File: config.mk
export PLATFORM = sky130hd
export DESIGN_NAME = lctrf_top
export DESIGN_NICKNAME = d
export VERILOG_FILES = /design/src/logic/lctrf_pkg.sv /design/src/logic/lctrf_req_filter.sv /design/src/logic/lctrf_top.sv /design/src/logic/lctrf_wrap_counter.sv
export SDC_FILE = /design/constraint.sdc
export NUM_CORES = 1
export LEC_CHECK = 0
export ABC_AREA = 1
export BUFFER_PORTS_ARGS = -buffer_cell sky130_fd_sc_hd__clkbuf_2
export CORE_UTILIZATION = 47
export DETAILED_ROUTE_END_ITERATION = 16
export MAX_ROUTING_LAYER = met4
export PLACE_DENSITY = 0.7
export SLEW_MARGIN = 20
export SYNTH_ARGS = -nofsm -noshare
export SYNTH_HDL_FRONTEND = slang
export SYNTH_HIERARCHICAL = 1
export SYNTH_SLANG_ARGS = --single-unit
export TNS_END_PERCENT = 20
File: constraint.sdc
create_clock -name clk -period 13.1 [get_ports clk]
set_input_delay 2.62 -clock clk [delete_from_list [all_inputs] [get_ports clk]]
set_output_delay 2.62 -clock clk [all_outputs]
set_load 0.01 [all_outputs]
File: src/logic/lctrf_pkg.sv
// Shared constants for the cycle timer and upper request filter block
package lctrf_pkg;
  // Register byte offsets
  localparam logic [11:0] OFF_CYCLE_TIME = 12'h0f0;
  localparam logic [11:0] OFF_FILT_SET = 12'h100;
  localparam logic [11:0] OFF_FILT_CLEAR = 12'h104;
  localparam logic [11:0] OFF_TIMER_CTRL = 12'h110;
  localparam logic [11:0] OFF_TIMER_STATUS = 12'h114;
  localparam logic [11:0] OFF_REFUSED_COUNT = 12'h118;

  // Cycle timer field layout
  localparam int OFFSET_LSB = 0;
  localparam int OFFSET_MSB = 11;
  localparam int CYCLE_LSB = 12;
  localparam int CYCLE_MSB = 24;
  localparam int SECONDS_LSB = 25;
  localparam int SECONDS_MSB = 31;
  localparam int OFFSET_W = OFFSET_MSB - OFFSET_LSB + 1;
  localparam int CYCLE_W = CYCLE_MSB - CYCLE_LSB + 1;
  localparam int SECONDS_W = SECONDS_MSB - SECONDS_LSB + 1;

  // Field moduli
  localparam logic [OFFSET_W:0] OFFSET_MOD = 13'h0c00;
  localparam logic [CYCLE_W:0] CYCLE_MOD = 14'h1f40;
  localparam logic [SECONDS_W:0] SECONDS_MOD = 8'h80;

  // Rates: offset ticks come from a fractional accumulator on clk
  localparam int CLK_HZ = 20000000;
  localparam int OFFSET_HZ = 24576000;
  localparam int RATE_GCD = 4000;
  localparam int FRAC_W = 13;
  localparam logic [FRAC_W:0] FRAC_DEN = (FRAC_W + 1)'(CLK_HZ / RATE_GCD);
  localparam logic [FRAC_W:0] FRAC_NUM = (FRAC_W + 1)'((OFFSET_HZ - CLK_HZ) / RATE_GCD);

  // Control register bits
  localparam int CTRL_COUNT_EN = 0;
  localparam int CTRL_CYCLE_MASTER = 1;
  localparam int CTRL_EXT_CLOCK = 2;
  localparam logic [2:0] CTRL_RESET = 3'h0;

  // Status register bits, write one to clear
  localparam int STAT_EXT_TICK = 0;
  localparam int STAT_CS_RX = 1;
  localparam int STAT_CS_TX = 2;

  // Request filter layout
  localparam int FILT_REMOTE_BIT = 31;
  localparam logic [31:0] FILT_RESET = 32'h0000_0000;
  localparam int NODE_W = 6;
  localparam int BUS_W = 10;
  localparam logic [5:0] NODE_UPPER_BASE = 6'h20;
  localparam logic [5:0] NODE_BROADCAST = 6'h3f;
  localparam logic [9:0] BUS_LOCAL_ALIAS = 10'h3ff;
  localparam int REFUSED_W = 16;
endpackage

File: src/logic/lctrf_req_filter.sv
// Source node check for incoming asynchronous requests
`timescale 1ns/100ps
module lctrf_req_filter (
  input wire logic clk,
  input wire logic rst_n,
  input wire logic [31:0] filter_bits,
  input wire logic [9:0] local_bus,
  input wire logic low_half_accept,
  input wire logic pkt_valid,
  input wire logic pkt_to_req_ctx,
  input wire logic [15:0] pkt_src_id,
  output logic decide_valid,
  output logic decide_accept
);
  logic [lctrf_pkg::BUS_W-1:0] src_bus;
  logic [lctrf_pkg::NODE_W-1:0] src_node;
  logic is_local;
  logic accept_now;

  assign src_bus = pkt_src_id[15:lctrf_pkg::NODE_W];
  assign src_node = pkt_src_id[lctrf_pkg::NODE_W-1:0];
  // Bus 3ffh always names the local bus
  assign is_local = (src_bus == local_bus) || (src_bus == lctrf_pkg::BUS_LOCAL_ALIAS);

  // Decision per packet; only request-bound traffic is filtered
  always_comb
  begin
    accept_now = 1'b1;
    if (pkt_to_req_ctx)
    begin
      if (!is_local)
        accept_now = filter_bits[lctrf_pkg::FILT_REMOTE_BIT];
      else if (src_node == lctrf_pkg::NODE_BROADCAST)
        accept_now = 1'b0; // No filter bit exists for node 63
      else if (src_node >= lctrf_pkg::NODE_UPPER_BASE)
        accept_now = filter_bits[src_node[4:0]];
      else
        accept_now = low_half_accept;
    end
  end

  // Registered verdict; a zero here means no ack and no queueing
  always_ff @(posedge clk or negedge rst_n)
  begin
    if (!rst_n)
    begin
      decide_valid <= 1'b0;
      decide_accept <= 1'b0;
    end
    else
    begin
      decide_valid <= pkt_valid;
      decide_accept <= pkt_valid && accept_now;
    end
  end
endmodule

File: src/logic/lctrf_top.sv
// Isochronous cycle timer and upper asynchronous request filter
// What this block does
// - As cycle master the current timer value goes out in each transmitted cycle start.
// - When not cycle master each received cycle start overwrites the timer, unless software writes the timer in that cycle.
// - With counting enabled and no cycle start arriving, the timer keeps advancing.
// - The offset field in bits 11..0 counts 24.576 MHz ticks and wraps at 3072.
// - The cycle field in bits 24..12 steps on each offset wrap and wraps at 8000.
// - The seconds field in bits 31..25 steps on each cycle wrap and wraps at 128.
// - In external 8 kHz mode each external tick forces the offset to zero, unless the timer is loaded in that cycle.
// - The upper filter has a set port at 100h and a clear port at 104h, reads back, resets to 0.
// - Every packet bound for a request context from another bus or from local nodes 32..62 has its source checked against the filter.
// - A packet whose filter bit is zero is neither acknowledged nor queued.
// - The per-node check applies only when the source is on the local bus.
// - Requests from other buses pass only while filter bit 31 is one.
// - Filter bits 30..19 admit local nodes 62..51, node number being bit plus 32.
// - Filter bits 18..0 admit local nodes 50..32 in the same mapping.
//
// Implementation choice: strobed register access.
`timescale 1ns/100ps
module lctrf_top (
  input wire logic clk,
  input wire logic rst_n,
  input wire logic [11:0] reg_addr,
  input wire logic [31:0] reg_wdata,
  input wire logic reg_wr,
  input wire logic reg_rd,
  output logic [31:0] reg_rdata,
  input wire logic ext_cycle_tick_pin,
  input wire logic cs_rx_valid,
  input wire logic [31:0] cs_rx_data,
  input wire logic cs_tx_req,
  output logic cs_tx_valid,
  output logic [31:0] cs_tx_data,
  output logic cycle_boundary,
  input wire logic [9:0] local_bus,
  input wire logic low_half_accept,
  input wire logic pkt_valid,
  input wire logic pkt_to_req_ctx,
  input wire logic [15:0] pkt_src_id,
  output logic pkt_decide_valid,
  output logic pkt_accept
);
  // Control and status state
  logic [2:0] ctrl_reg;
  logic [2:0] status_reg;
  logic [2:0] status_next;
  logic [31:0] filter_reg;
  logic [31:0] filter_next;
  logic [lctrf_pkg::REFUSED_W-1:0] refused_reg;
  logic [31:0] rdata_reg;
  logic [31:0] rdata_next;

  // Decoded bus strobes
  logic wr_timer;
  logic wr_set;
  logic wr_clear;
  logic wr_ctrl;
  logic wr_status;
  logic wr_refused;

  // Control bits
  logic count_en;
  logic is_master;
  logic ext_mode;

  // Timer datapath
  logic [lctrf_pkg::FRAC_W-1:0] frac_reg;
  logic [lctrf_pkg::FRAC_W:0] frac_sum;
  logic frac_carry;
  logic [1:0] offset_step;
  logic [1:0] cycle_step;
  logic [1:0] seconds_step;
  logic timer_load;
  logic [31:0] timer_load_value;
  logic offset_clear;
  logic [lctrf_pkg::OFFSET_W-1:0] offset_val;
  logic [lctrf_pkg::CYCLE_W-1:0] cycle_val;
  logic [lctrf_pkg::SECONDS_W-1:0] seconds_val;
  logic offset_wrap;
  logic cycle_wrap;
  logic seconds_wrap;
  logic [31:0] timer_value;
  logic rx_load;

  // External tick synchroniser and edge detect
  logic ext_sync1_reg;
  logic ext_sync2_reg;
  logic ext_prev_reg;
  logic ext_tick;

  // Filter verdict from the checker
  logic decide_valid;
  logic decide_accept;

  assign count_en = ctrl_reg[lctrf_pkg::CTRL_COUNT_EN];
  assign is_master = ctrl_reg[lctrf_pkg::CTRL_CYCLE_MASTER];
  assign ext_mode = ctrl_reg[lctrf_pkg::CTRL_EXT_CLOCK];

  // Address decode of write strobes
  assign wr_timer = reg_wr && (reg_addr == lctrf_pkg::OFF_CYCLE_TIME);
  assign wr_set = reg_wr && (reg_addr == lctrf_pkg::OFF_FILT_SET);
  assign wr_clear = reg_wr && (reg_addr == lctrf_pkg::OFF_FILT_CLEAR);
  assign wr_ctrl = reg_wr && (reg_addr == lctrf_pkg::OFF_TIMER_CTRL);
  assign wr_status = reg_wr && (reg_addr == lctrf_pkg::OFF_TIMER_STATUS);
  assign wr_refused = reg_wr && (reg_addr == lctrf_pkg::OFF_REFUSED_COUNT);

  // Control register
  always_ff @(posedge clk or negedge rst_n)
  begin
    if (!rst_n)
      ctrl_reg <= lctrf_pkg::CTRL_RESET;
    else if (wr_ctrl)
      ctrl_reg <= reg_wdata[2:0];
  end

  // Pin sync; only the second stage feeds the edge detector
  always_ff @(posedge clk or negedge rst_n)
  begin
    if (!rst_n)
    begin
      ext_sync1_reg <= 1'b0;
      ext_sync2_reg <= 1'b0;
      ext_prev_reg <= 1'b0;
    end
    else
    begin
      ext_sync1_reg <= ext_cycle_tick_pin;
      ext_sync2_reg <= ext_sync1_reg;
      ext_prev_reg <= ext_sync2_reg;
    end
  end

  assign ext_tick = ext_mode && ext_sync2_reg && !ext_prev_reg;

  // Fractional rate converter: 24.576 MHz ticks on a 20 MHz clock
  // gives one or two offset counts per cycle, never a drift
  assign frac_sum = {1'b0, frac_reg} + lctrf_pkg::FRAC_NUM;
  assign frac_carry = frac_sum >= lctrf_pkg::FRAC_DEN;

  always_ff @(posedge clk or negedge rst_n)
  begin
    if (!rst_n)
      frac_reg <= '0;
    else if (count_en)
    begin
      if (frac_carry)
        frac_reg <= lctrf_pkg::FRAC_W'(frac_sum - lctrf_pkg::FRAC_DEN);
      else
        frac_reg <= frac_sum[lctrf_pkg::FRAC_W-1:0];
    end
  end

  // Load sources: software first, then a received cycle start
  assign rx_load = cs_rx_valid && !is_master;
  assign timer_load = wr_timer || rx_load;
  assign timer_load_value = wr_timer ? reg_wdata : cs_rx_data;

  // Step chain between fields
  assign offset_step = count_en ? {frac_carry, !frac_carry} : 2'h0;
  assign offset_clear = ext_tick;
  assign cycle_step = {1'b0, offset_wrap || (ext_tick && count_en)};
  assign seconds_step = {1'b0, cycle_wrap};

  // Offset field
  lctrf_wrap_counter #(
    .WIDTH(lctrf_pkg::OFFSET_W),
    .MODULUS(lctrf_pkg::OFFSET_MOD)
  ) u_offset (
    .clk(clk),
    .rst_n(rst_n),
    .load(timer_load),
    .load_value(timer_load_value[lctrf_pkg::OFFSET_MSB:lctrf_pkg::OFFSET_LSB]),
    .clear(offset_clear),
    .step(offset_step),
    .value(offset_val),
    .wrap(offset_wrap)
  );

  // Cycle number field
  lctrf_wrap_counter #(
    .WIDTH(lctrf_pkg::CYCLE_W),
    .MODULUS(lctrf_pkg::CYCLE_MOD)
  ) u_cycle (
    .clk(clk),
    .rst_n(rst_n),
    .load(timer_load),
    .load_value(timer_load_value[lctrf_pkg::CYCLE_MSB:lctrf_pkg::CYCLE_LSB]),
    .clear(1'b0),
    .step(cycle_step),
    .value(cycle_val),
    .wrap(cycle_wrap)
  );

  // Seconds field
  lctrf_wrap_counter #(
    .WIDTH(lctrf_pkg::SECONDS_W),
    .MODULUS(lctrf_pkg::SECONDS_MOD)
  ) u_seconds (
    .clk(clk),
    .rst_n(rst_n),
    .load(timer_load),
    .load_value(timer_load_value[lctrf_pkg::SECONDS_MSB:lctrf_pkg::SECONDS_LSB]),
    .clear(1'b0),
    .step(seconds_step),
    .value(seconds_val),
    .wrap(seconds_wrap)
  );

  assign timer_value = {seconds_val, cycle_val, offset_val};

  // Snapshot for the transmitter, taken on request while master
  always_ff @(posedge clk or negedge rst_n)
  begin
    if (!rst_n)
    begin
      cs_tx_valid <= 1'b0;
      cs_tx_data <= '0;
    end
    else
    begin
      cs_tx_valid <= cs_tx_req && is_master;
      if (cs_tx_req && is_master)
        cs_tx_data <= timer_value;
    end
  end

  // Cycle boundary pulse lets the transmitter schedule cycle starts
  always_ff @(posedge clk or negedge rst_n)
  begin
    if (!rst_n)
      cycle_boundary <= 1'b0;
    else
      cycle_boundary <= cycle_step[0] && !timer_load;
  end

  // Sticky status; a new event wins over a clear in the same cycle
  always_comb
  begin
    status_next = status_reg;
    if (wr_status)
      status_next = status_reg & ~reg_wdata[2:0];
    if (ext_tick)
      status_next[lctrf_pkg::STAT_EXT_TICK] = 1'b1;
    if (rx_load)
      status_next[lctrf_pkg::STAT_CS_RX] = 1'b1;
    if (cs_tx_req && is_master)
      status_next[lctrf_pkg::STAT_CS_TX] = 1'b1;
  end

  always_ff @(posedge clk or negedge rst_n)
  begin
    if (!rst_n)
      status_reg <= '0;
    else
      status_reg <= status_next;
  end

  // Request filter set and clear ports; the strobes never coincide
  always_comb
  begin
    filter_next = filter_reg;
    if (wr_set)
      filter_next = filter_reg | reg_wdata;
    else if (wr_clear)
      filter_next = filter_reg & ~reg_wdata;
  end

  always_ff @(posedge clk or negedge rst_n)
  begin
    if (!rst_n)
      filter_reg <= lctrf_pkg::FILT_RESET;
    else
      filter_reg <= filter_next;
  end

  // Source node check
  lctrf_req_filter u_filter (
    .clk(clk),
    .rst_n(rst_n),
    .filter_bits(filter_reg),
    .local_bus(local_bus),
    .low_half_accept(low_half_accept),
    .pkt_valid(pkt_valid),
    .pkt_to_req_ctx(pkt_to_req_ctx),
    .pkt_src_id(pkt_src_id),
    .decide_valid(decide_valid),
    .decide_accept(decide_accept)
  );

  assign pkt_decide_valid = decide_valid;
  assign pkt_accept = decide_accept;

  // Refused packet counter saturates rather than wrapping to hide losses
  always_ff @(posedge clk or negedge rst_n)
  begin
    if (!rst_n)
      refused_reg <= '0;
    else if (decide_valid && !decide_accept && !(&refused_reg))
      refused_reg <= refused_reg + 1'b1;
    else if (wr_refused)
      refused_reg <= '0;
  end

  // Read mux; unmapped addresses return zero
  always_comb
  begin
    rdata_next = '0;
    unique case (reg_addr)
      lctrf_pkg::OFF_CYCLE_TIME: rdata_next = timer_value;
      lctrf_pkg::OFF_FILT_SET: rdata_next = filter_reg;
      lctrf_pkg::OFF_FILT_CLEAR: rdata_next = filter_reg;
      lctrf_pkg::OFF_TIMER_CTRL: rdata_next = {29'h0, ctrl_reg};
      lctrf_pkg::OFF_TIMER_STATUS: rdata_next = {29'h0, status_reg};
      lctrf_pkg::OFF_REFUSED_COUNT: rdata_next = {16'h0, refused_reg};
      default: rdata_next = '0;
    endcase
  end

  // Read data stands for exactly one cycle after the strobe
  always_ff @(posedge clk or negedge rst_n)
  begin
    if (!rst_n)
      rdata_reg <= '0;
    else if (reg_rd)
      rdata_reg <= rdata_next;
    else
      rdata_reg <= '0;
  end

  assign reg_rdata = rdata_reg;
endmodule

File: src/logic/lctrf_wrap_counter.sv
// Modulo counter with load, clear and a step of zero to three
`timescale 1ns/100ps
module lctrf_wrap_counter #(
  parameter int WIDTH = 12,
  parameter logic [WIDTH:0] MODULUS = '1
) (
  input wire logic clk,
  input wire logic rst_n,
  input wire logic load,
  input wire logic [WIDTH-1:0] load_value,
  input wire logic clear,
  input wire logic [1:0] step,
  output logic [WIDTH-1:0] value,
  output logic wrap
);
  logic [WIDTH-1:0] value_reg;
  logic [WIDTH:0] sum;

  // Sum one bit wider so the wrap test cannot overflow
  assign sum = {1'b0, value_reg} + {{(WIDTH-1){1'b0}}, step};
  assign wrap = !load && !clear && (sum >= MODULUS);
  assign value = value_reg;

  // Load beats clear beats step
  always_ff @(posedge clk or negedge rst_n)
  begin
    if (!rst_n)
      value_reg <= '0;
    else if (load)
      value_reg <= load_value;
    else if (clear)
      value_reg <= '0;
    else if (wrap)
      value_reg <= WIDTH'(sum - MODULUS);
    else
      value_reg <= sum[WIDTH-1:0];
  end
endmodule

==> flow_summary.json, run 1 <==
{
  "critPathMaxFanout": 58,
  "critPathKind": "primary input to flip-flop",
  "switching_share": 0.310,
  "core.rowCount": 53,
  "p_seq_frac": 0.448,
  "slowest_stage": "inv_2",
  "yosys_warnings": 6,
  "antenna_found_initial": 0,
  "grt_max_degree": 106,
  "synthesis.area_um2": 10100,
  "relSlewSlack": 0.381,
  "antenna_left": 0,
  "p_comb_frac": 0.152,
  "ctsHoldBuffers": 0,
  "hpwl_mm": 22.6,
  "p_int_uw": 892,
  "tns_ns": 0,
  "grt.overflow.total": 0,
  "pwr_density_cell_nw_per_um2": 109,
  "ir_drop_uv": 70.1,
  "syn_avg_cell_area_um2": 7.15,
  "htreeDepth": 4,
  "die_area_um2": 22200,
  "maxSlewViolCount": 0,
  "die_w_um": 149,
  "coreArea_um2": 21100,
  "cap_violations": 0,
  "place.gp.congestion": 0.935,
  "arrival_ns": 9.05,
  "fmax_mhz": 115,
  "fin_nets": 1715,
  "fillers": 1983,
  "power_switching_uw": 401,
  "fin_ws_ns": 4.37,
  "cts.sinks": 167,
  "postCtsSetupRepairBufs": 0,
  "r2r_start": "frac_reg[3]$_DFFE_PN0P_",
  "crit_path_end_kind": "flip-flop",
  "final.period_utilization": 0.666,
  "fin_worst_skew_ns": 0.00837,
  "critPathRequiredTime_ns": 13.42,
  "syn-instance-count": 1420,
  "layout-drive-gt1-share": 0.177,
  "first_pass_iters": 7,
  "diodes": 0,
  "cts_resized": 0,
  "max_slew.worst_pin.slew_ns": 0.928,
  "die_y_um": 149,
  "crit_top_cell": "inv_1",
  "grt_usage": 0.290,
  "grt_pass1_wl_mm": 48.0,
  "cts_root_buf": "clkbuf_16",
  "holdCritStartpoint": "ext_sync1_reg$_DFF_PN0_",
  "hold_viol": 0,
  "cts_inserted_buffers": 17,
  "syn_to_final_growth_pct": 16.7,
  "routed_via_density": 5.33,
  "clockBufferDepth": 2,
  "fin_area_um2": 11800,
  "finalPower_mw": 1.29,
  "worstSkewPairLatency_ns": 0.43,
  "setup_viol": 0,
  "dpl_cell_area_um2": 11200,
  "first_global_vias": 9064,
  "rsz0062_at_grt": "no",
  "io_pins": 180,
  "drc": 0,
  "min_path_type": "flip-flop to flip-flop",
  "start_util": 0.481,
  "wl_mm": 30.4,
  "drtIter0Drc": 923,
  "start_kind": "primary input",
  "place_ws_ns": 4.20,
  "p_leak_nw": 6.42,
  "vias": 9990,
  "path_clk_slew_ns": 0.07,
  "finalCriticalPeriod_ns": 8.73,
  "crit_path_max_incr_delay_ns": 0.65,
  "power_frac_clock": 0.400,
  "wl_per_cell_um": 16.2,
  "io_buffers": 179,
  "whs_ns": 0.354,
  "tritoncts": "built",
  "startpoint": "reg_addr[2]",
  "status": "completed"
}
power by group through the flow:
stage	registers [mW]	clock network, mW	logic, mW
after floorplan	0.579	0	0.127
after global placement	0.587	0	0.189
after detailed placement	0.588	0	0.192
after CTS	0.578	0.525	0.193
after global routing	0.583	0.544	0.222
final	0.579	0.517	0.196
path summary, 6_finish.rpt:
check                                               end  slack, ns  cells past startpoint
setup / recovery           u_seconds/value[1]$_DFF_PN0_       4.37                     30
hold / removal                  ext_sync2_reg$_DFF_PN0_       0.35                      0
setup reg to reg           u_seconds/value[1]$_DFF_PN0_       5.00                     47
hold reg to reg                 ext_sync2_reg$_DFF_PN0_       0.35                      0
max in group asynchronous    asynchronous set/reset pin       9.38                      3
min in group asynchronous      frac_reg[11]$_DFFE_PN0P_       2.08                      1
metrics by stage:
stage,util,cells
6_report,0.561,1875
3_3_place_gp,0.532,1841
4_1_cts,0.560,1873
5_1_grt,0.561,1875
2_1_floorplan,-,1425
3_5_place_dp,0.532,1841
placed cells by master (no fill, tap or decap), types with 3 or more instances in the layout:
master / instances
nand2_1: 447
inv_1: 226
clkbuf_2: 178
dfrtp_1: 167
nand3_1: 119
nor2_1: 92
o21ai_0: 91
a21oi_1: 35
nand4_1: 27
o22ai_1: 23
clkbuf_16: 17
xor2_1: 15
nand2_2: 13
ha_1: 13
nor3_1: 9
nand3_2: 8
nor2_2: 8
o21ai_1: 8
xnor2_1: 7
nand3b_1: 7
nor2_4: 6
inv_6: 6
buf_4: 6
conb_1: 6
nand2_4: 5
o21ai_2: 5
inv_8: 5
a22o_1: 5
inv_2: 4
nand3_4: 3
o211ai_1: 3
nor3_2: 3
nor4_1: 3
fa_1: 3
cell type report:
class                      instances  area, µm²  share of cell area
clock buffer                      18        439              0.0371
clock inverter                    14        154              0.0130
inverter                         232        876              0.0740
multi-input combinational        983       4870               0.412
sequential                       167       4180               0.353
tap                              275        344              0.0291
timing repair buffer             186        975              0.0823
routing by layer:
metal	global-route usage	up-vias	share of wire	wire length [µm]
met5	-	-	0	0
met4	0.0765	0	0.016	498
met3	0.0618	32	0.090	2740
met2	0.421	445	0.44	13300
met1	0.407	4698	0.46	13900
li1	-	4815	-	-
critical path, delay by kind of cell:
family / cells / cell delay, ns
buf+inv: 9 / 2.03
compound gates: 4 / 0.96
fa+ha+maj: 5 / 1.64
simple gates: 12 / 1.69
Power figures use the tool's default switching activity.
==> run 2, diff against run 1 <==
--- a/config.mk
+++ b/config.mk
@@ -5,7 +5,7 @@
 export SDC_FILE = /design/constraint.sdc
 export NUM_CORES = 1
 export LEC_CHECK = 0
-export ABC_AREA = 1
+export ABC_AREA = 0
 export BUFFER_PORTS_ARGS = -buffer_cell sky130_fd_sc_hd__clkbuf_2
 export CORE_UTILIZATION = 47
 export DETAILED_ROUTE_END_ITERATION = 16
==> constraint.sdc (replaced) <==
create_clock -name clk -period 8.9 [get_ports clk]
set_input_delay 1.78 -clock clk [delete_from_list [all_inputs] [get_ports clk]]
set_output_delay 1.78 -clock clk [all_outputs]
set_load 0.01 [all_outputs]
==> run 2 against run 1 <==
Net effect:
- global-route usage shrank 1.7 points
- register-to-register slack lost 4.4 ns
- critical path depth grew 6
- non-clock buffer count grew 3
- clock skew grew 0.0057 ns
- routed wire length shrank 13%
- sequential share of layout area grew 1.8 points
- core utilization grew 0.94 points
- via count shrank 21%
- synthesized cell count shrank 33%
==> flow_summary.json, run 2 <==
{
  "coreArea_um2": 19700,
  "first_global_vias": 7704,
  "die_area_um2": 20900,
  "critPathMaxFanout": 8,
  "maxSlewViolCount": 0,
  "grt.overflow.total": 0,
  "crit_path_max_incr_delay_ns": 0.53,
  "power_switching_uw": 490,
  "tritoncts": "built",
  "syn_avg_cell_area_um2": 10.1,
  "layout_commonest_cell": "clkbuf_2",
  "syn-instance-count": 951,
  "grt_max_degree": 100,
  "io_buffers": 179,
  "switching_share": 0.274,
  "status": "completed",
  "hold_viol": 0,
  "antenna_found_initial": 1,
  "slowest_stage": "or4b_4",
  "start_util": 0.485,
  "drc": 0,
  "cap_violations": 0,
  "clockBufferDepth": 2,
  "holdCritStartpoint": "ext_sync1_reg$_DFF_PN0_",
  "pwr_density_cell_nw_per_um2": 159,
  "ir_drop_uv": 136,
  "relSlewSlack": 0.364,
  "crit_top_cell": "nor2_1",
  "r2r_start": "frac_reg[3]$_DFFE_PN0P_",
  "vias": 7914,
  "path_clk_slew_ns": 0.07,
  "worstSkewPairLatency_ns": 0.44,
  "whs_ns": 0.358,
  "grt_pass1_wl_mm": 41.5,
  "drtIter0Drc": 609,
  "critPathKind": "flip-flop to flip-flop",
  "die_w_um": 145,
  "routed_via_density": 5.69,
  "wl_per_cell_um": 19.1,
  "final-instance-count-excl-fill": 1391,
  "max_slew.worst_pin.slew_ns": 0.951,
  "setup_viol": 0,
  "hpwl_mm": 18.6,
  "dpl_cell_area_um2": 10600,
  "dp_cells": 1357,
  "mostFrequentLayoutCells": "clkbuf_2, dfrtp_1, nand2_1, nor2_1, inv_1",
  "wl_mm": 26.5,
  "critPathRequiredTime_ns": 9.23,
  "place.gp.congestion": 0.937,
  "cts_root_buf": "clkbuf_16",
  "fin_area_um2": 11300,
  "min_path_type": "flip-flop to flip-flop",
  "startpoint": "frac_reg[3]$_DFFE_PN0P_",
  "start_kind": "flip-flop",
  "io_pins": 180,
  "htreeDepth": 4,
  "grt_usage": 0.273,
  "antenna_left": 0,
  "fmax_mhz": 121,
  "tns_ns": 0,
  "crit_path_end_kind": "flip-flop",
  "p_seq_frac": 0.465,
  "cts.sinks": 167,
  "p_comb_frac": 0.116,
  "fin_worst_skew_ns": 0.0141,
  "synthesis.area_um2": 9560,
  "syn_to_final_growth_pct": 17.7,
  "first_pass_iters": 7,
  "core.rowCount": 51,
  "regToRegSetupSlack_ns": 0.64,
  "power_frac_clock": 0.419,
  "finalCriticalPeriod_ns": 8.26,
  "arrival_ns": 8.58,
  "final_util": 0.571,
  "ctsHoldBuffers": 0,
  "final.period_utilization": 0.928,
  "p_int_mw": 1.30,
  "layout-drive-gt1-share": 0.266,
  "cts_inserted_buffers": 17,
  "die_y_um": 145,
  "yosys_warnings": 6,
  "fin_nets": 1240,
  "p_leak_nw": 5.44
}
==> run 2: power groups by stage <==
| stage | sequential (mW) | combinational [mW] | clock, mW |
|---|---|---|---|
| floorplan | 0.824 | 0.133 | 0 |
| global placement | 0.843 | 0.198 | 0 |
| detailed placement | 0.843 | 0.201 | 0 |
| CTS | 0.829 | 0.202 | 0.758 |
| finish | 0.830 | 0.207 | 0.748 |
| global route | 0.835 | 0.230 | 0.788 |
==> run 2: area by class of cell <==
cell class | instances | area [µm²]
Fill cell | 1784 | 8460
Multi-Input combinational cell | 683 | 4970
Sequential cell | 167 | 4180
Timing Repair Buffer | 189 | 977
Clock buffer | 21 | 480
Tap cell | 265 | 332
Inverter | 54 | 203
Clock inverter | 11 | 113
Antenna cell | 1 | 2.50
==> run 2: final timing paths <==
| check | cells past startpoint | endpoint |
|---|---|---|
| max in group asynchronous | 2 | u_filter/decide_valid$_DFF_PN0_ |
| min in group asynchronous | 1 | frac_reg[12]$_DFFE_PN0P_ |
| setup reg to reg | 36 | u_seconds/value[6]$_DFF_PN0_ |
| hold reg to reg | 0 | ext_sync2_reg$_DFF_PN0_ |
| setup / recovery | 36 | u_seconds/value[6]$_DFF_PN0_ |
| hold / removal | 0 | ext_sync2_reg$_DFF_PN0_ |
==> run 2: metal layers <==
layer  global-route usage  wire, µm  vias up
met4                0.100       556        0
met1                0.358     11700     3896
met2                0.429     12900      266
met3               0.0404      1410       38
li1                     -         -     3714
met5                    -         0        -
==> run 2: per-stage QoR <==
step | power (mW) | setup WS, ns
after global routing | 1.85 | -0.00433
after floorplan | 0.957 | 1.34
after global placement | 1.04 | 0.658
after detailed placement | 1.04 | 0.412
final | 1.79 | 0.645
after CTS | 1.79 | 0.399
==> run 2: what timing repair did <==
action | CTS | global route
resized for setup | 0 | 10
setup endpoints to repair | 0 | 6
hold endpoints to repair | 0 | 0
buffers inserted | 0 | 1
==> run 2: worst max-delay path: cells and delay by family (launching register included) <==
family	cells	cell delay, ns
AO/OA/AOI/OAI	6	1.06
XOR/XNOR	3	0.72
adder cells (fa/ha/maj)	8	2.59
buffers and inverters	3	0.30
flip-flops	1	0.46
multiplexers	1	0.15
AND/OR/NAND/NOR	15	2.84
